==> config.mk <==
export PLATFORM = sky130hd
export DESIGN_NAME = duplex_symbol_encoder
export DESIGN_NICKNAME = d
export VERILOG_FILES = /design/src/logic/bit_fifo.v /design/src/logic/duplex_symbol_encoder.v
export VERILOG_INCLUDE_DIRS = /design/src /design/src/common
export SDC_FILE = /design/constraint.sdc
export NUM_CORES = 1
export LEC_CHECK = 0
export BUFFER_PORTS_ARGS = -buffer_cell sky130_fd_sc_hd__buf_2
export CORE_ASPECT_RATIO = 0.75
export CORE_UTILIZATION = 45
export CTS_BUF_LIST = sky130_fd_sc_hd__clkbuf_4 sky130_fd_sc_hd__clkbuf_8
export DETAILED_ROUTE_END_ITERATION = 7
export GPL_ROUTABILITY_DRIVEN = 0
export PLACE_DENSITY = 0.65
export SLEW_MARGIN = 20
export SYNTH_ARGS = -nofsm -noshare
export SYNTH_HDL_FRONTEND = slang
export SYNTH_SLANG_ARGS = --single-unit
==> constraint.sdc <==
create_clock -name clk_sys_i -period 4 [get_ports clk_sys_i]
set_input_delay 0.8 -clock clk_sys_i [delete_from_list [all_inputs] [get_ports clk_sys_i]]
set_output_delay 0.8 -clock clk_sys_i [all_outputs]
set_load 0.03 [all_outputs]
==> src/common/duplex_symbol_encoder_defines.vh <==
`ifndef DUPLEX_SYMBOL_ENCODER_DEFINES_VH
`define DUPLEX_SYMBOL_ENCODER_DEFINES_VH

// System clock rate in Hz (4 ns period).
`define CLK_HZ            64'd250000000
// Line modulation rate in baud.
`define BAUD_HZ           64'd2400
// System clock cycles per signal element, rounded down.
`define SYM_CYCLES        (`CLK_HZ / `BAUD_HZ)
// Transmit carrier frequency in Hz.
`define CARRIER_HZ        64'd1800
// Largest receive carrier offset the receive oscillator follows, in Hz.
`define RX_OFFSET_MAX_HZ  7
// Width of the carrier phase accumulators.
`define NCO_W             32
// Phase step per clock for the carrier and for one hertz of offset.
`define CARRIER_INC       ((`CARRIER_HZ * 64'h100000000) / `CLK_HZ)
`define HZ_INC            ((64'h100000000 + (`CLK_HZ / 64'd2)) / `CLK_HZ)
// Bits per group at each data rate.
`define BITS_HIGH_RATE    3'd4
`define BITS_LOW_RATE     3'd2
// Fixed third and fourth bits that pick the four-point subset at the low rate.
`define LOW_RATE_Q34      2'b00
// Depth and address width of the transmit bit buffer.
`define TX_FIFO_DEPTH     32
`define TX_FIFO_AW        5
// Reset values of the differential and convolutional state.
`define DIFF_RESET        2'b00
`define CONV_RESET        3'b000

`endif

==> src/logic/bit_fifo.v <==
// Small synchronous FIFO with valid and ready on both sides.
module bit_fifo #(
  parameter WIDTH = 1,
  parameter DEPTH = 32,
  parameter AW    = 5
) (
  // Clock and reset.
  input  wire             clk_sys_i,
  input  wire             nrst_i,
  // Write side.
  input  wire             in_valid_i,
  output wire             in_ready_o,
  input  wire [WIDTH-1:0] in_data_i,
  // Read side.
  output wire             out_valid_o,
  input  wire             out_ready_i,
  output wire [WIDTH-1:0] out_data_o,
  // Clear on restart of transmission.
  input  wire             flush_i
);

  reg [WIDTH-1:0] mem_reg [0:DEPTH-1];
  reg [AW-1:0]    wr_ptr_reg;
  reg [AW-1:0]    rd_ptr_reg;
  reg [AW:0]      count_reg;
  wire            push;
  wire            pop;

  // Full and empty come straight from the occupancy count.
  assign in_ready_o  = (count_reg != DEPTH[AW:0]);
  assign out_valid_o = (count_reg != {(AW+1){1'b0}});
  assign out_data_o  = mem_reg[rd_ptr_reg];
  assign push        = in_valid_i && in_ready_o;
  assign pop         = out_valid_o && out_ready_i;

  // Storage has no reset; only the pointers and the count define what is valid.
  always @(posedge clk_sys_i)
  begin
    if (push)
      mem_reg[wr_ptr_reg] <= in_data_i;
  end

  // Pointers wrap naturally because the depth is a power of two.
  always @(posedge clk_sys_i or negedge nrst_i)
  begin
    if (!nrst_i)
    begin
      wr_ptr_reg <= {AW{1'b0}};
      rd_ptr_reg <= {AW{1'b0}};
      count_reg  <= {(AW+1){1'b0}};
    end
    else if (flush_i)
    begin
      wr_ptr_reg <= {AW{1'b0}};
      rd_ptr_reg <= {AW{1'b0}};
      count_reg  <= {(AW+1){1'b0}};
    end
    else
    begin
      if (push)
        wr_ptr_reg <= wr_ptr_reg + {{(AW-1){1'b0}}, 1'b1};
      if (pop)
        rd_ptr_reg <= rd_ptr_reg + {{(AW-1){1'b0}}, 1'b1};
      if (push && !pop)
        count_reg <= count_reg + {{AW{1'b0}}, 1'b1};
      else if (pop && !push)
        count_reg <= count_reg - {{AW{1'b0}}, 1'b1};
    end
  end

endmodule

==> src/logic/duplex_symbol_encoder.v <==
// Behaviour
// - One signal element per 2400 baud period.
// - Single 1800 Hz carrier, no pilot tone.
// - Receive carrier follows offsets up to 7 Hz.
// - Rates 9600 or 4800 only, never 2400.
// - Uncoded 16 points always; trellis optional.
// - Transmit and receive share one data rate.
// - High rate: four-bit groups, first two earliest.
// - Uncoded: four bits select one of 16.
// - Trellis: first two bits differentially encoded too.
// - Trellis: convolutional encoder makes one parity bit.
// - Trellis: parity plus four bits pick 32.
// - Low rate: two-bit groups, four-point subset.
// - Negotiated rate and coding settle before data.
// - Quadrant index advances by 0,1,2,3 steps.
// - Trellis differential rule with previous outputs.
// - Coordinates follow the published point mapping.
`include "duplex_symbol_encoder_defines.vh"

module duplex_symbol_encoder #(
  parameter SYM_CYCLES       = `SYM_CYCLES,
  parameter TRELLIS_SUPPORT  = 1
) (
  // Clock and reset.
  input  wire              clk_sys_i,
  input  wire              nrst_i,
  // Negotiated operating point, taken at start_i.
  input  wire              start_i,
  input  wire              stop_i,
  input  wire              rate_high_i,
  input  wire              trellis_i,
  // Scrambled serial bit stream.
  input  wire              bit_valid_i,
  input  wire              bit_data_i,
  output wire              bit_ready_o,
  // Signal element output.
  output reg               sym_valid_o,
  output reg  [3:0]        sym_re_o,
  output reg  [3:0]        sym_im_o,
  output reg               underrun_o,
  // Status shared with the receive path.
  output reg               running_o,
  output reg               rate_high_o,
  output reg               trellis_o,
  // Carrier phases.
  input  wire [3:0]        rx_offset_hz_i,
  output wire [15:0]       tx_carrier_phase_o,
  output wire [15:0]       rx_carrier_phase_o
);

  localparam [63:0] CARRIER_INC64 = `CARRIER_INC;
  localparam [63:0] HZ_INC64      = `HZ_INC;
  localparam [63:0] SYM_LAST64    = SYM_CYCLES - 1;
  localparam [31:0] CARRIER_INC   = CARRIER_INC64[31:0];
  localparam [31:0] HZ_INC        = HZ_INC64[31:0];
  localparam [16:0] SYM_LAST      = SYM_LAST64[16:0];
  localparam        TRELLIS_OK    = (TRELLIS_SUPPORT != 0);
  localparam [31:0] OFF_MIN32     = -`RX_OFFSET_MAX_HZ;

  // Operating states.
  localparam [1:0] ST_IDLE  = 2'd0;
  localparam [1:0] ST_RUN   = 2'd1;

  reg  [1:0]  state_reg;
  reg  [16:0] baud_cnt_reg;
  reg  [3:0]  group_reg;
  reg  [2:0]  fill_reg;
  reg  [1:0]  diff_reg;
  reg  [2:0]  conv_reg;
  reg  [31:0] tx_nco_reg;
  reg  [31:0] rx_nco_reg;
  wire        fifo_valid;
  wire        fifo_data;
  wire        fifo_ready;
  wire        baud_tick;
  wire [2:0]  need_bits;
  wire        group_full;

  // Differential quadrant coding: index order 00,01,11,10; step from the input pair.
  function [1:0] diff_quadrant;
    input [1:0] q;
    input [1:0] prev;
    reg   [1:0] idx;
    reg   [1:0] step;
    begin
      idx           = {prev[1], prev[1] ^ prev[0]};
      step          = {q[1], q[1] ^ ~q[0]};
      idx           = idx + step;
      diff_quadrant = {idx[1], idx[1] ^ idx[0]};
    end
  endfunction

  // Differential rule for the trellis alternative; bits are {first, second}.
  function [1:0] diff_trellis;
    input [1:0] q;
    input [1:0] prev;
    begin
      diff_trellis = {q[1] ^ prev[1], (q[1] & prev[1]) ^ prev[0] ^ q[0]};
    end
  endfunction

  // Uncoded map, index {high, low, third, fourth}, result {re, im} two's complement.
  function [7:0] map_uncoded;
    input [3:0] idx;
    begin
      case (idx)
        4'h0: map_uncoded = 8'hff;
        4'h1: map_uncoded = 8'hdf;
        4'h2: map_uncoded = 8'hfd;
        4'h3: map_uncoded = 8'hdd;
        4'h4: map_uncoded = 8'h1f;
        4'h5: map_uncoded = 8'h1d;
        4'h6: map_uncoded = 8'h3f;
        4'h7: map_uncoded = 8'h3d;
        4'h8: map_uncoded = 8'hf1;
        4'h9: map_uncoded = 8'hf3;
        4'ha: map_uncoded = 8'hd1;
        4'hb: map_uncoded = 8'hd3;
        4'hc: map_uncoded = 8'h11;
        4'hd: map_uncoded = 8'h31;
        4'he: map_uncoded = 8'h13;
        default: map_uncoded = 8'h33;
      endcase
    end
  endfunction

  // Trellis map, index {parity, high, low, third, fourth}.
  function [7:0] map_trellis;
    input [4:0] idx;
    begin
      case (idx)
        5'h00: map_trellis = 8'hc1;
        5'h01: map_trellis = 8'h0d;
        5'h02: map_trellis = 8'h01;
        5'h03: map_trellis = 8'h41;
        5'h04: map_trellis = 8'h4f;
        5'h05: map_trellis = 8'h03;
        5'h06: map_trellis = 8'h0f;
        5'h07: map_trellis = 8'hcf;
        5'h08: map_trellis = 8'he3;
        5'h09: map_trellis = 8'hef;
        5'h0a: map_trellis = 8'h23;
        5'h0b: map_trellis = 8'h2f;
        5'h0c: map_trellis = 8'h2d;
        5'h0d: map_trellis = 8'h21;
        5'h0e: map_trellis = 8'hed;
        5'h0f: map_trellis = 8'he1;
        5'h10: map_trellis = 8'hde;
        5'h11: map_trellis = 8'h1e;
        5'h12: map_trellis = 8'hd2;
        5'h13: map_trellis = 8'h12;
        5'h14: map_trellis = 8'h32;
        5'h15: map_trellis = 8'hf2;
        5'h16: map_trellis = 8'h3e;
        5'h17: map_trellis = 8'hfe;
        5'h18: map_trellis = 8'h14;
        5'h19: map_trellis = 8'hd0;
        5'h1a: map_trellis = 8'h10;
        5'h1b: map_trellis = 8'h1c;
        5'h1c: map_trellis = 8'hfc;
        5'h1d: map_trellis = 8'h30;
        5'h1e: map_trellis = 8'hf0;
        default: map_trellis = 8'hf4;
      endcase
    end
  endfunction

  // Next state of the eight-state systematic feedback encoder; parity is state bit 0.
  function [2:0] conv_next;
    input [2:0] s;
    input [1:0] y;
    begin
      conv_next = {s[0], s[2] ^ y[1] ^ y[0], s[1] ^ y[0]};
    end
  endfunction

  // Bits arrive through a buffer so the source sees honest back-pressure.
  bit_fifo #(
    .WIDTH (1),
    .DEPTH (`TX_FIFO_DEPTH),
    .AW    (`TX_FIFO_AW)
  ) u_bit_fifo (
    .clk_sys_i   (clk_sys_i),
    .nrst_i      (nrst_i),
    .in_valid_i  (bit_valid_i),
    .in_ready_o  (bit_ready_o),
    .in_data_i   (bit_data_i),
    .out_valid_o (fifo_valid),
    .out_ready_i (fifo_ready),
    .out_data_o  (fifo_data),
    .flush_i     (start_i)
  );

  // Group size follows the latched rate; only the two documented rates exist.
  assign need_bits  = rate_high_o ? `BITS_HIGH_RATE : `BITS_LOW_RATE;
  assign group_full = (fill_reg == need_bits);
  assign baud_tick  = (state_reg == ST_RUN) && (baud_cnt_reg == SYM_LAST);
  // The group is not topped up in the tick cycle, so a tick sees a stable group.
  assign fifo_ready = (state_reg == ST_RUN) && !group_full && !baud_tick;

  // Operating point is fixed from the start of a transmission until it is restarted.
  always @(posedge clk_sys_i or negedge nrst_i)
  begin
    if (!nrst_i)
    begin
      state_reg   <= ST_IDLE;
      running_o   <= 1'b0;
      rate_high_o <= 1'b0;
      trellis_o   <= 1'b0;
    end
    else
    begin
      case (state_reg)
        ST_IDLE:
        begin
          if (start_i)
          begin
            state_reg   <= ST_RUN;
            running_o   <= 1'b1;
            rate_high_o <= rate_high_i;
            trellis_o   <= rate_high_i && trellis_i && TRELLIS_OK;
          end
        end
        ST_RUN:
        begin
          if (stop_i)
          begin
            state_reg <= ST_IDLE;
            running_o <= 1'b0;
          end
          else if (start_i)
          begin
            rate_high_o <= rate_high_i;
            trellis_o   <= rate_high_i && trellis_i && TRELLIS_OK;
          end
        end
        default:
        begin
          state_reg <= ST_IDLE;
          running_o <= 1'b0;
        end
      endcase
    end
  end

  // Baud counter restarts with every start so the first element lands one period and one cycle later.
  always @(posedge clk_sys_i or negedge nrst_i)
  begin
    if (!nrst_i)
      baud_cnt_reg <= 17'h00000;
    else if (start_i || state_reg != ST_RUN || baud_tick)
      baud_cnt_reg <= 17'h00000;
    else
      baud_cnt_reg <= baud_cnt_reg + 17'h00001;
  end

  // Serial bits fill the group in time order: bit 0 is the first in time.
  // A short group at a tick is kept and topped up later, so an underrun loses no data.
  always @(posedge clk_sys_i or negedge nrst_i)
  begin
    if (!nrst_i)
    begin
      group_reg <= 4'h0;
      fill_reg  <= 3'd0;
    end
    else if (start_i || (baud_tick && group_full))
    begin
      fill_reg <= 3'd0;
      if (start_i)
        group_reg <= 4'h0;
    end
    else if (fifo_valid && fifo_ready)
    begin
      group_reg[fill_reg[1:0]] <= fifo_data;
      fill_reg                 <= fill_reg + 3'd1;
    end
  end

  // Encode one group per tick; on a short group the previous element is repeated.
  always @(posedge clk_sys_i or negedge nrst_i)
  begin : encode
    reg [1:0] q12;
    reg [1:0] y12;
    reg [1:0] q34;
    reg [7:0] pt;
    if (!nrst_i)
    begin
      diff_reg    <= `DIFF_RESET;
      conv_reg    <= `CONV_RESET;
      sym_valid_o <= 1'b0;
      sym_re_o    <= 4'h0;
      sym_im_o    <= 4'h0;
      underrun_o  <= 1'b0;
    end
    else
    begin
      q12 = {group_reg[0], group_reg[1]};
      q34 = rate_high_o ? {group_reg[2], group_reg[3]} : `LOW_RATE_Q34;
      y12 = trellis_o ? diff_trellis(q12, diff_reg) : diff_quadrant(q12, diff_reg);
      if (trellis_o)
        pt = map_trellis({conv_reg[0], y12, q34});
      else
        pt = map_uncoded({y12, q34});
      sym_valid_o <= baud_tick;
      underrun_o  <= baud_tick && !group_full;
      if (start_i)
      begin
        diff_reg <= `DIFF_RESET;
        conv_reg <= `CONV_RESET;
      end
      else if (baud_tick && group_full)
      begin
        diff_reg <= y12;
        if (trellis_o)
          conv_reg <= conv_next(conv_reg, y12);
        sym_re_o <= pt[7:4];
        sym_im_o <= pt[3:0];
      end
    end
  end

  // Carrier oscillators; the transmit one is a single tone with nothing added.
  always @(posedge clk_sys_i or negedge nrst_i)
  begin : carrier
    reg signed [4:0] off;
    reg        [31:0] step;
    if (!nrst_i)
    begin
      tx_nco_reg <= 32'h00000000;
      rx_nco_reg <= 32'h00000000;
    end
    else
    begin
      off = {rx_offset_hz_i[3], rx_offset_hz_i};
      // An offset of -8 is beyond the tracked range and is clamped.
      if (off < $signed(OFF_MIN32[4:0]))
        off = OFF_MIN32[4:0];
      step       = CARRIER_INC + ({{27{off[4]}}, off} * HZ_INC);
      tx_nco_reg <= tx_nco_reg + CARRIER_INC;
      rx_nco_reg <= rx_nco_reg + step;
    end
  end

  assign tx_carrier_phase_o = tx_nco_reg[31:16];
  assign rx_carrier_phase_o = rx_nco_reg[31:16];

endmodule

# Yosys cells after proc, flatten, opt, wreduce, memory -nomap -nowiden
# Memory sizes are Yosys's and may differ from the RTL's.
# Index checks and enable logic that the tools add are counted.
[word_totals] ff_bits=124 ram_bits=32 romBits=352 in_bits=12 out_inout_bits=46 elab_cells=128 n_memories=3
[memory_table] memory="(name not given)" depth=32 width=8 read_ports=1 rd_ports_with_merged_regs=0 wr=0 line_no="duplex_symbol_encoder.v:131" rtl="case (idx)"
[memory_table] memory="(name not given)" depth=16 width=6 read_ports=1 rd_ports_with_merged_regs=0 wr=0 line_no="duplex_symbol_encoder.v:106" rtl="case (idx)"
[memory_table] memory="u_bit_fifo.mem_reg" depth=32 width=1 read_ports=1 rd_ports_with_merged_regs=0 wr=1 line_no="bit_fifo.v:22" rtl="reg [WIDTH-1:0] mem_reg [0:DEPTH-1];"
[classes] add_sub_neg=10 mul=1 magnitude_cmp=3 n_eq_ne=9 muxes=40 bitwise_logic=12 reduce_logical=32
[op_table] op="32-bit by 15-bit adder with 32-bit output, second input constant" count=1
[op_table] op="32-bit adder" count=1
[op_table] op="5-bit two-way mux" count=5
[op_table] op="3-bit two-way mux" count=6
[op_table] op="6-bit two-way mux" count=3
[op_table] op="16-bit by 11-bit adder with 17-bit output, first input constant" count=1
[op_table] op="17-bit by 1-bit adder with 17-bit output, second input constant" count=1
[op_table] op="17-bit equality test, second input constant" count=1
[op_table] op="17-bit two-way mux" count=1
[op_table] op="2-bit two-way mux" count=6
[op_table] op="4-bit two-way mux" count=3
[op_table] op="2-bit nonzero test" count=6
[op_table] op="1-bit logical AND" count=11
[op_table] op="5-bit by 6-bit multiplier with 11-bit output, second input constant" count=1
[op_table] op="5-bit by 1-bit adder with 5-bit output, second input constant" count=2
[op_table] op="2-bit AND reduction" count=5
[op_table] op="1-bit two-way mux" count=9
[op_table] op="1-bit XOR" count=9
[op_table] op="8-bit two-way mux" count=1
[op_table] op="2-bit != test, second input constant" count=4
[op_table] op="6-bit by 1-bit adder with 6-bit output, second input constant" count=1
[op_table] op="6-bit != test, second input constant" count=1
[op_table] op="1-bit one-hot mux with 2 select lines" count=3
[op_table] op="6-bit nonzero test" count=1
[op_table] op="other kinds (18)" count=24

# Depth between registers and ports, before layout
# Gate-level depths: netlist of run 1.
[logic_depth] depth_word=10 ltp_mapped=22 depth_no_buf=20

# By module
# From an unflattened synthesis of run 1, not the netlist that was laid out.
[hier_totals] hier_cells=777 hier_area_um2=8321.7
[modules_own_cells] mod="duplex_symbol_encoder" n_inst=1 cells_each=582 area_each_um2=5868.1 seq_area_each_um2=2652.5
[modules_own_cells] mod="bit_fifo" n_inst=1 cells_each=195 area_each_um2=2453.6 seq_area_each_um2=1361.3

# Worst setup path before layout of run 1
# Ideal clock, no wire load.
[synth_timing] path_kind="input to register" start="input rx_offset_hz_i[2]" end="register rx_nco_reg[28]" setup_ns=0.079 arrival_time_ns=4.526 required_ns=3.921 slack_ns=-0.605 path_stages=19 n_path_buf=1 path_cell_list="inv_1 > ha_1 > o21a_1 > nor2_1 > ha_1 > nand2b_1 > clkbuf_1 > inv_1 > ha_1 > ha_1 > fa_1 > xnor2_1 > ha_1 > o21ai_0 > o21a_1 > o32ai_1 > nor2b_1 > nor4b_1 > xor2_1"
[synth_via] elab_chain_len=5
[synth_rtl] element="from (decl)" line_no="duplex_symbol_encoder.v:46" rtl="input wire [3:0] rx_offset_hz_i,"
[synth_rtl] element="4-bit less-than comparator" line_no="duplex_symbol_encoder.v:336" rtl="if (off < $signed(OFF_MIN32[4:0]))"
[synth_rtl] element="5-bit two-way mux (*)" line_no="duplex_symbol_encoder.v:336"
[synth_rtl] element="5-bit by 6-bit multiplier with 11-bit output (*)" line_no="duplex_symbol_encoder.v:338" rtl="step = CARRIER_INC + ({{27{off[4]}}, off} * HZ_INC);"
[synth_rtl] element="16-bit by 11-bit adder with 17-bit output (*)" line_no="duplex_symbol_encoder.v:338"
[synth_rtl] element="32-bit adder (*)" line_no="duplex_symbol_encoder.v:340" rtl="rx_nco_reg <= rx_nco_reg + step;"
[synth_rtl] element="to (signal assigned)" line_no="duplex_symbol_encoder.v:340"
[synth_rtl] element="to (decl)" line_no="duplex_symbol_encoder.v:71" rtl="reg [31:0] rx_nco_reg;"
# Every way passes the cells marked *; elsewhere a longest branch is shown, timed or not.
# A chain may end at the register's enable or synchronous reset.

# Worst setup path after layout of run 1
# Same ends and word-level chain as after synthesis.

==> impl_metrics.json, run 1 <==
{
  "p_per_area_nw_per_um2": 550,
  "yosysSeqAreaShare": 0.480,
  "leakage_nw": 4.11,
  "total_power_w": 0.00518,
  "boundaryPins": 58,
  "path_max_fanout": 4,
  "antenna_cells": 0,
  "period_minus_slack_ps": 3850,
  "min_from": "tx_nco_reg[0]",
  "start_util": 0.466,
  "avgSynthCellArea_um2": 10.8,
  "grt_max_degree": 70,
  "dp_hpwl_um": 11300,
  "slew_headroom": 0.326,
  "utilization": 0.526,
  "coreArea_um2": 17900,
  "area_delta_synth_final_pct": 12.7,
  "cts_tree": "built",
  "grt_pass1_wl_um": 27600,
  "min_path_type": "reg -> reg",
  "grt_pass1_vias": 5708,
  "holdPathStages": 1,
  "synth-xor-area-share": 0.108,
  "setup_viol": 0,
  "ys.flop_type": "dfrtp_1",
  "cpPeakStageDelay_ps": 350,
  "hold_path_end": "tx_nco_reg[0]",
  "synth_cells": 773,
  "fmax_mhz": 260,
  "cts_made_buffers": 17,
  "critPathMostFrequentCell": "ha_1",
  "cp_data_arrival_time_ps": 4240,
  "nets": 885,
  "ant_nets": 0,
  "antenna_found_initial": 0,
  "final_cell_mix": "dfrtp_1 (122), nor2_1 (103), buf_2 (55)",
  "wl_per_cell_um": 14.9,
  "drt_first_pass_iters": 5,
  "clockBufferDepth": 2,
  "cpMaxStageDelayCell": "o32ai_4",
  "final_common_cell": "dfrtp_1",
  "ctsRootBufferMaster": "clkbuf_8",
  "r2r_cells": 11,
  "cap_violations": 0,
  "reg2reg_setup_slack_ps": 450,
  "die_area_um2": 19100,
  "cts_num_sinks": 154,
  "cp.required_ps": 4390,
  "tightest_slew_ps": 1000,
  "crit_path_end_kind": "flop",
  "dp_cells": 1049,
  "final_hold_viol_count": 0,
  "synthAdderAreaFrac": 0.0730,
  "drt_wl_total_um": 16100,
  "htreeDepth": 4,
  "ir_worst_vdd_mv": 0.350,
  "critPathKind": "in -> reg",
  "dp_slack_ps": -454,
  "synth_warnings": 0,
  "synth_edf_count": 32,
  "fin_skew_ps": 14.3,
  "finalCritPeriodShare": 0.962,
  "syn-cell-area_um2": 8360,
  "ys_async_sr_fraction": 0.792,
  "cp_cell_sequence": "buf_4, inv_12, ha_4, o21a_1, nor2_1, ha_1, nand2b_4, inv_1, ha_1, ha_1, a21oi_1, o41ai_1, a21oi_1, nor2b_1, ha_1, and2_1, nand2_1, o32ai_4, nor2b_2, nor4b_2, xor2_1",
  "initialDrtViolationCount": 421,
  "yosys-mux-area-fraction": 0.0552,
  "synth-compound-area-share": 0.0757,
  "ys_types": 67,
  "synth_top_family_by_area": "simple AND/OR/NAND/NOR gates",
  "portBuffers": 57,
  "start_kind": "primary input",
  "synth-simple-area-share": 0.156,
  "vias_per_cell": 5.25,
  "final_max_slew_viol_count": 0,
  "drcViolationCount": 0,
  "synth_nets": 832,
  "synth-seq-cells": 154,
  "finalNonFillerCells": 1081,
  "reg2reg_to": "u_bit_fifo.count_reg[5]",
  "grt_overflow": 0,
  "clk_latency_ps": 460,
  "layout_setup_ws_ps": 151,
  "rows": 42,
  "outcome": "complete, no violations",
  "fp.dieH_um": 120,
  "gr-usage-all-layers": 0.180,
  "die_w_um": 159,
  "drive_gt1_frac": 0.205,
  "timing.rr.start": "baud_cnt_reg[8]",
  "clk_pin_slew_worst_paths_ps": 80,
  "vias": 5670
}
-- per-layer routing --
metal  share of wire  wire, um  GRT usage  vias up
li1                -         -          -     2748
met1            0.48      7810      0.244     2810
met2            0.47      7580      0.285       98
met3           0.036       581     0.0408       14
met4          0.0097       157     0.0637        0
met5               0         0          0        -
-- logic make-up (layout without fill, tap and decap cells) --
| family | after synthesis | in the layout |
|---|---|---|
| simple gates | 261 | 261 |
| flops | 154 | 154 |
| xor+xnor | 100 | 100 |
| compound gates | 97 | 97 |
| buf+inv | 81 | 147 |
| fa+ha+maj | 47 | 47 |
| mux | 33 | 33 |
-- through the flow --
| step | TNS [ps] | instance area, um^2 | hold slack, ps |
|---|---|---|---|
| 6_report | 0 | 9420 | 436 |
| 3_3_place_gp | -6290 | 8960 | 416 |
| 4_1_cts | 0 | 9380 | 440 |
| 2_1_floorplan | -1050 | 8460 | 406 |
| 3_5_place_dp | -8480 | 8960 | 428 |
| 5_1_grt | -5.52 | 9420 | 475 |
-- cells in the mapped netlist, drive strengths merged (4+ instances only) --
cell,number,share of area
nor2,104,0.047
and2,6,0.0051
nor3,6,0.0042
nand3,23,0.014
clkbuf,14,0.0063
ha,44,0.066
a211oi,8,0.0072
inv,27,0.012
nand3b,4,0.0036
o21a,6,0.0054
mux2i,19,0.024
dfrtp,122,0.37
nor2b,9,0.0067
o21ai,21,0.013
nand4,20,0.015
a21o,8,0.0073
xor2,52,0.054
mux4,9,0.024
buf,40,0.034
a32o,4,0.0048
o21bai,5,0.0045
and3,10,0.0076
a21oi,28,0.017
mux2,5,0.0067
nor4,4,0.0048
xnor2,46,0.048
edfxtp,32,0.11
nand2,52,0.023
-- worst max-delay path by stage --
stage	slack (ps)	from	depth (start not counted)	endpoint
2_1_floorplan	-140	rx_offset_hz_i[2]	20	rx_nco_reg[28]
3_3_place_gp	-360	rx_offset_hz_i[2]	19	rx_nco_reg[20]
3_5_place_dp	-450	rx_offset_hz_i[2]	20	rx_nco_reg[20]
4_1_cts	10	rx_offset_hz_i[2]	20	rx_nco_reg[24]
5_1_grt	-6	rx_offset_hz_i[2]	19	rx_nco_reg[28]
6_report	150	rx_offset_hz_i[2]	21	rx_nco_reg[28]
-- worst max-delay path, delay by kind of cell --
kind / cells / cell delay (ps)
AND/OR/NAND/NOR: 7 / 970
adder cells (fa/ha/maj): 5 / 1160
XOR/XNOR: 1 / 160
AO/OA/AOI/OAI: 5 / 890
buffers and inverters: 3 / 250
-- what timing repair did --
item                                    CTS  global route
hold endpoints to repair                  0             0
setup buffers                             0             0
hold buffers                              0             0
gates resized for setup                   0             9
endpoints found under the setup margin    0            20
-- area by class of cell --
class	instances	area (um^2)
tap	242	303
clock buffer	22	278
sequential	154	4010
timing repair buffer	88	539
fill	1551	8500
multi-input combinational	538	4030
clock inverter	10	141
inverter	27	114
-- power breakdown --
part           internal (W)  leakage (nW)  switching [W]
combinational      0.000891          2.09        0.00101
sequential          0.00180          1.81       0.000224
clock              0.000664         0.212       0.000593
No activity file was read; power rests on OpenSTA's default activity.
==> run 2: changes to the inputs <==
--- a/config.mk
+++ b/config.mk
@@ -13,6 +13,7 @@
 export DETAILED_ROUTE_END_ITERATION = 7
 export GPL_ROUTABILITY_DRIVEN = 0
 export PLACE_DENSITY = 0.65
+export SETUP_SLACK_MARGIN = 0.3
 export SLEW_MARGIN = 20
 export SYNTH_ARGS = -nofsm -noshare
 export SYNTH_HDL_FRONTEND = slang
==> run 2 against run 1 <==
Via count is 0.71% higher. Register-to-register slack about the same. Non-clock buffer count grew 9. Combinational power is 5% higher. Sequential share of layout area down 0.92 points. Sequential power hardly changed. Maximum frequency increased by 2.7%. Worst setup slack better by 100 ps.
==> impl_metrics.json, run 2 (synthesis results as in run 1) <==
{
  "outcome": "complete, no violations",
  "regArea_um2": 4010,
  "p_per_area_nw_per_um2": 558,
  "clockBufferDepth": 2,
  "r2r_cells": 11,
  "reg2reg_to": "u_bit_fifo.count_reg[5]",
  "critPathKind": "in -> reg",
  "critPathMostFrequentCell": "ha_4",
  "reg2reg_setup_slack_ps": 450,
  "cpLargestDelayFamily": "adder cells",
  "dp_hpwl_um": 11500,
  "die_area_um2": 19100,
  "cpMaxStageDelayCell": "fa_2",
  "cts_num_sinks": 154,
  "final_hold_viol_count": 0,
  "cp.required_ps": 4380,
  "crit_path_end": "rx_nco_reg[26]",
  "rows": 42,
  "ir_worst_vdd_mv": 0.369,
  "dpl-instance-area_um2": 8980,
  "vias_per_cell": 5.24,
  "htreeDepth": 4,
  "start_util": 0.466,
  "multiInputGateArea_um2": 4120,
  "fin_area_um2": 9630,
  "drt_wl_total_um": 16700,
  "crit_buf_inv": 4,
  "grt_pass1_vias": 5782,
  "drcViolationCount": 0,
  "initialDrtViolationCount": 250,
  "boundaryPins": 58,
  "cp_data_arrival_time_ps": 4120,
  "ant_nets": 0,
  "cts_hold_buf": 0,
  "dp_cells": 1051,
  "coreArea_um2": 17900,
  "finalNonFillerCells": 1090,
  "nFillCells": 1507,
  "drt_first_pass_iters": 4,
  "finalCritPeriodShare": 0.936,
  "total_power_w": 0.00537,
  "fmax_mhz": 267,
  "portBuffers": 57,
  "ctsRootBufferMaster": "clkbuf_8",
  "start_kind": "primary input",
  "cts_made_buffers": 17,
  "setup_viol": 0,
  "final_max_slew_viol_count": 0,
  "cts_tree": "built",
  "cpPeakStageDelay_ps": 360,
  "area_delta_synth_final_pct": 15.2,
  "drive_gt1_frac": 0.232,
  "gr-usage-all-layers": 0.187,
  "grt_max_degree": 57,
  "cp_num_cells": 21,
  "cap_violations": 0,
  "path_max_fanout": 4,
  "clk_pin_slew_worst_paths_ps": 90,
  "die_w_um": 159,
  "final_cell_mix": "dfrtp_1 (122), nor2_1 (101), buf_2 (54)",
  "fin_skew_ps": 11.1,
  "grt_overflow": 0,
  "fin_setup_tns_ps": 0,
  "slew_headroom": 0.229,
  "leakage_nw": 4.19,
  "cp-startpoint": "rx_offset_hz_i[2]",
  "cp_cell_sequence": "buf_12, inv_12, ha_4, o21a_1, nor2_1, ha_1, nand2b_4, inv_4, ha_4, ha_4, fa_2, nand3_2, xor2_1, ha_1, o21a_1, o21ai_2, o32ai_4, nor2b_2, buf_4, nor3b_2, xor2_1",
  "min_path_type": "in -> async",
  "grt_setup_unrepaired": "yes",
  "antenna_found_initial": 0,
  "vias": 5710,
  "tightest_slew_ps": 1150,
  "grt_pass1_wl_um": 28500,
  "fp.dieH_um": 120,
  "crit_path_end_kind": "flop",
  "nets": 894,
  "antenna_cells": 0,
  "clk_latency_ps": 450,
  "wl_per_cell_um": 15.3,
  "timing.rr.start": "baud_cnt_reg[8]",
  "final_common_cell": "dfrtp_1",
  "period_minus_slack_ps": 3750
}
## run 2: through the flow
step / setup slack [ps] / util / hold slack [ps]
2_1_floorplan: -139 / - / 406
3_3_place_gp: -375 / 0.501 / 415
3_5_place_dp: -477 / 0.501 / 434
4_1_cts: 228 / 0.532 / 441
5_1_grt: 110 / 0.537 / 471
6_report: 254 / 0.537 / 419
## run 2: repair_timing
action / CTS / global route
hold endpoints to repair: 0 / 0
pin swaps: 10 / 18
setup endpoints to repair: 22 / 23
setup buffers: 2 / 5
resized for setup: 18 / 14
## run 2: worst min path at each step
| stage | from | endpoint | slack [ps] | depth (start not counted) |
|---|---|---|---|---|
| after floorplan | tx_nco_reg[0] | tx_nco_reg[0] | 410 | 1 |
| after global placement | tx_nco_reg[0] | tx_nco_reg[0] | 410 | 1 |
| after detailed placement | tx_nco_reg[0] | tx_nco_reg[0] | 430 | 1 |
| after CTS | nrst_i | sym_re_o[0] | 440 | 1 |
| after global routing | nrst_i | u_bit_fifo.count_reg[1] | 470 | 1 |
| final | nrst_i | u_bit_fifo.count_reg[3] | 420 | 1 |
## run 2: area by class of cell
class | instances | share of cell area
multi-input combinational | 538 | 0.427
timing repair buffer | 97 | 0.0654
tap | 242 | 0.0314
clock inverter | 12 | 0.0204
sequential | 154 | 0.417
clock buffer | 20 | 0.0266
inverter | 27 | 0.0121
## run 2: power breakdown
part,switching [W],internal (W)
combinational,0.00104,0.000959
sequential,0.000225,0.00180
clock,0.000589,0.000763
## run 2: layer usage
layer / GRT usage / vias to the layer above / wire length [um]
met2: 0.298 / 90 / 7900
li1: - / 2768 / -
met4: 0.0667 / 0 / 238
met1: 0.251 / 2833 / 7970
met3: 0.0422 / 19 / 573
met5: 0 / - / 0
==> run 3: changes to the inputs <==
--- a/config.mk
+++ b/config.mk
@@ -17,4 +17,5 @@
 export SLEW_MARGIN = 20
 export SYNTH_ARGS = -nofsm -noshare
 export SYNTH_HDL_FRONTEND = slang
+export SYNTH_HIERARCHICAL = 1
 export SYNTH_SLANG_ARGS = --single-unit
==> run 3 against run 2 <==
Power hardly changed. Largest cell class unchanged. Critical endpoint is now rx_nco_reg[29]. Flip-flop and latch count stayed put. Clock power is 13% lower.
==> impl_metrics.json, run 3 <==
{
  "cp-startpoint": "rx_offset_hz_i[2]",
  "p_sw_frac": 0.351,
  "finalCritPeriodShare": 0.942,
  "tightest_slew_ps": 872,
  "start_util": 0.466,
  "min_path_type": "reg -> reg",
  "leakage_nw": 4.15,
  "slew_headroom": 0.419,
  "vias": 5622,
  "grt_max_degree": 69,
  "dp_slack_ps": -415,
  "clk_pin_slew_worst_paths_ps": 80,
  "boundaryPins": 58,
  "area_delta_synth_final_pct": 16.8,
  "wl_per_cell_um": 14.1,
  "fmax_mhz": 266,
  "final_hold_viol_count": 0,
  "antenna_cells": 0,
  "timing.rr.start": "baud_cnt_reg[3]",
  "final_max_slew_viol_count": 0,
  "ys_async_sr_fraction": 0.792,
  "ctsRootBufferMaster": "clkbuf_8",
  "ys_types": 67,
  "cp.required_ps": 4330,
  "portBuffers": 57,
  "cts_tree": "built",
  "period_minus_slack_ps": 3770,
  "critPathKind": "in -> reg",
  "synth-seq-cells": 154,
  "ant_nets": 0,
  "synth_warnings": 6,
  "cp_data_arrival_time_ps": 4100,
  "final_cell_mix": "dfrtp_1 (122), nor2_1 (112), xnor2_1 (54), buf_2 (54), nand2_1 (49)",
  "antenna_found_initial": 0,
  "grt-busiest-layer": "met2",
  "synth_cells": 777,
  "switching_power_w": 0.00188,
  "gr-usage-all-layers": 0.174,
  "synth.most_common_cell": "dfrtp_1",
  "final_common_cell": "dfrtp_1",
  "path_max_fanout": 4,
  "p_int_w": 0.00349,
  "grt_pass1_vias": 5457,
  "synth_top_area_share": 0.367,
  "coreArea_um2": 17900,
  "outcome": "complete, no violations",
  "synth_area_leaders": "dfrtp_1 (37%), edfxtp_1 (12%), ha_1 (6.9%), xnor2_1 (5.9%), nor2_1 (5.3%)",
  "fin_skew_ps": 16.3,
  "ys_top_cells_by_count": "dfrtp_1 (122), nor2_1 (117), xnor2_1 (56), nand2_1 (51), ha_1 (46)",
  "power_frac_comb": 0.401,
  "vias_per_cell": 5.09,
  "grt_util_met1": 0.254,
  "grt_overflow": 0,
  "crit_path_end_kind": "flop",
  "synth_nets": 838,
  "clk_latency_ps": 450,
  "yosys.area.top_type": "dfrtp_1",
  "seqPwrFrac": 0.379,
  "cts_hold_buf": 0,
  "yosysSeqAreaShare": 0.482,
  "ys.flop_type": "dfrtp_1",
  "syn-cell-area_um2": 8320,
  "avgSynthCellArea_um2": 10.7,
  "fin_setup_tns_ps": 0,
  "drcViolationCount": 0,
  "setup_viol": 0,
  "grt_use_met2": 0.256,
  "htreeDepth": 4,
  "cap_violations": 0,
  "synth_edf_count": 32,
  "die_area_um2": 19000,
  "clockBufferDepth": 2,
  "dp_hpwl_um": 10400,
  "cts_num_sinks": 154,
  "grt_setup_unrepaired": "yes",
  "die_w_um": 159,
  "drt_wl_total_um": 15500,
  "drive_gt1_frac": 0.253,
  "initialDrtViolationCount": 369,
  "p_per_area_nw_per_um2": 553,
  "drt_first_pass_iters": 5,
  "start_kind": "primary input",
  "clkPwrFrac": 0.220,
  "met3_usage": 0.0429,
  "layout_setup_ws_ps": 234,
  "min_from": "tx_nco_reg[0]",
  "nets": 913,
  "rows": 42,
  "cts_made_buffers": 17,
  "ir_worst_vdd_mv": 0.425,
  "grt_pass1_wl_um": 26600,
  "fp.dieH_um": 120
}
## run 3: cell count changes after synthesis, moves of 5 or more
cell / before / now
xor2_1: 52 / 38
nor2_1: 104 / 117
mux2i_1: 18 / 6
xnor2_1: 46 / 56
nor3_1: 5 / 12
a211oi_1: 8 / 3
clkbuf_1: 14 / 9
mux2_2: 4 / 9
## run 3: timing repair
action | in CTS | in global routing
pin swaps | 11 | 14
setup endpoints to repair | 20 | 21
gates resized for setup | 13 | 28
buffers inserted | 9 | 4
gates cloned | 0 | 1
## run 3: routing by layer
layer	up-vias	wire [um]
met2	96	6900
met5	-	0
met1	2724	8010
met3	10	472
met4	0	145
li1	2792	-
## run 3: power groups by stage
stage	registers, W	logic, W	clock network (W)
finish	0.00204	0.00216	0.00118
global route	0.00208	0.00237	0.00129
global placement	0.00206	0.00191	0
detailed placement	0.00206	0.00194	0
floorplan	0.00199	0.00151	0
CTS	0.00203	0.00198	0.00121
## run 3: per-stage QoR
stage	util	instance area [um^2]	hold WS, ps	total power, W	std cells
2_1_floorplan	-	8480	413	0.00350	777
3_3_place_gp	0.505	9020	435	0.00397	1061
3_5_place_dp	0.505	9020	432	0.00399	1061
4_1_cts	0.533	9530	442	0.00523	1100
5_1_grt	0.544	9720	486	0.00573	1105
6_report	0.544	9720	440	0.00537	1105
## run 3: layout make-up
class	count	area, um^2
Fill cell	1585	8150
Multi-Input combinational cell	542	4150
Sequential cell	154	4010
Timing Repair Buffer	108	742
Tap cell	242	303
Clock buffer	23	298
Inverter	29	121
Clock inverter	7	93.8
## run 3: cell families (layout without fill, tap and decap cells)
| logic type | Yosys count | in the layout | synth area share |
|---|---|---|---|
| muxes | 26 | 26 | 0.0478 |
| AOI/OAI and AO/OA | 91 | 91 | 0.0743 |
| adders and majority gates | 49 | 49 | 0.0764 |
| DFF | 154 | 154 | 0.482 |
| and+or+nand+nor | 280 | 280 | 0.161 |
| buffers and inverters | 81 | 167 | 0.0540 |
| xor gates and xnor gates | 96 | 96 | 0.104 |
## run 3: final timing paths
path,endpoint,slack (ps),depth (start not counted)
setup reg to reg,u_bit_fifo/count_reg[5],480,12
hold reg to reg,tx_nco_reg[0],440,1
max in group asynchronous,rx_nco_reg[6],2690,2
hold / removal,tx_nco_reg[0],440,1
setup / recovery,rx_nco_reg[29],230,20
min in group asynchronous,tx_nco_reg[31],470,1
## run 3: worst max-delay path: stages
cell	delay, ps
buf_12	90
inv_12	30
ha_4	130
o21a_1	100
nor2_2	130
ha_4	240
nor2b_4	170
inv_2	80
ha_4	170
ha_4	160
fa_2	370
xnor2_2	160
ha_4	290
nand4_1	140
a21boi_2	320
a2bb2oi_2	110
and2_4	170
buf_6	110
nand3b_1	170
xnor2_1	160
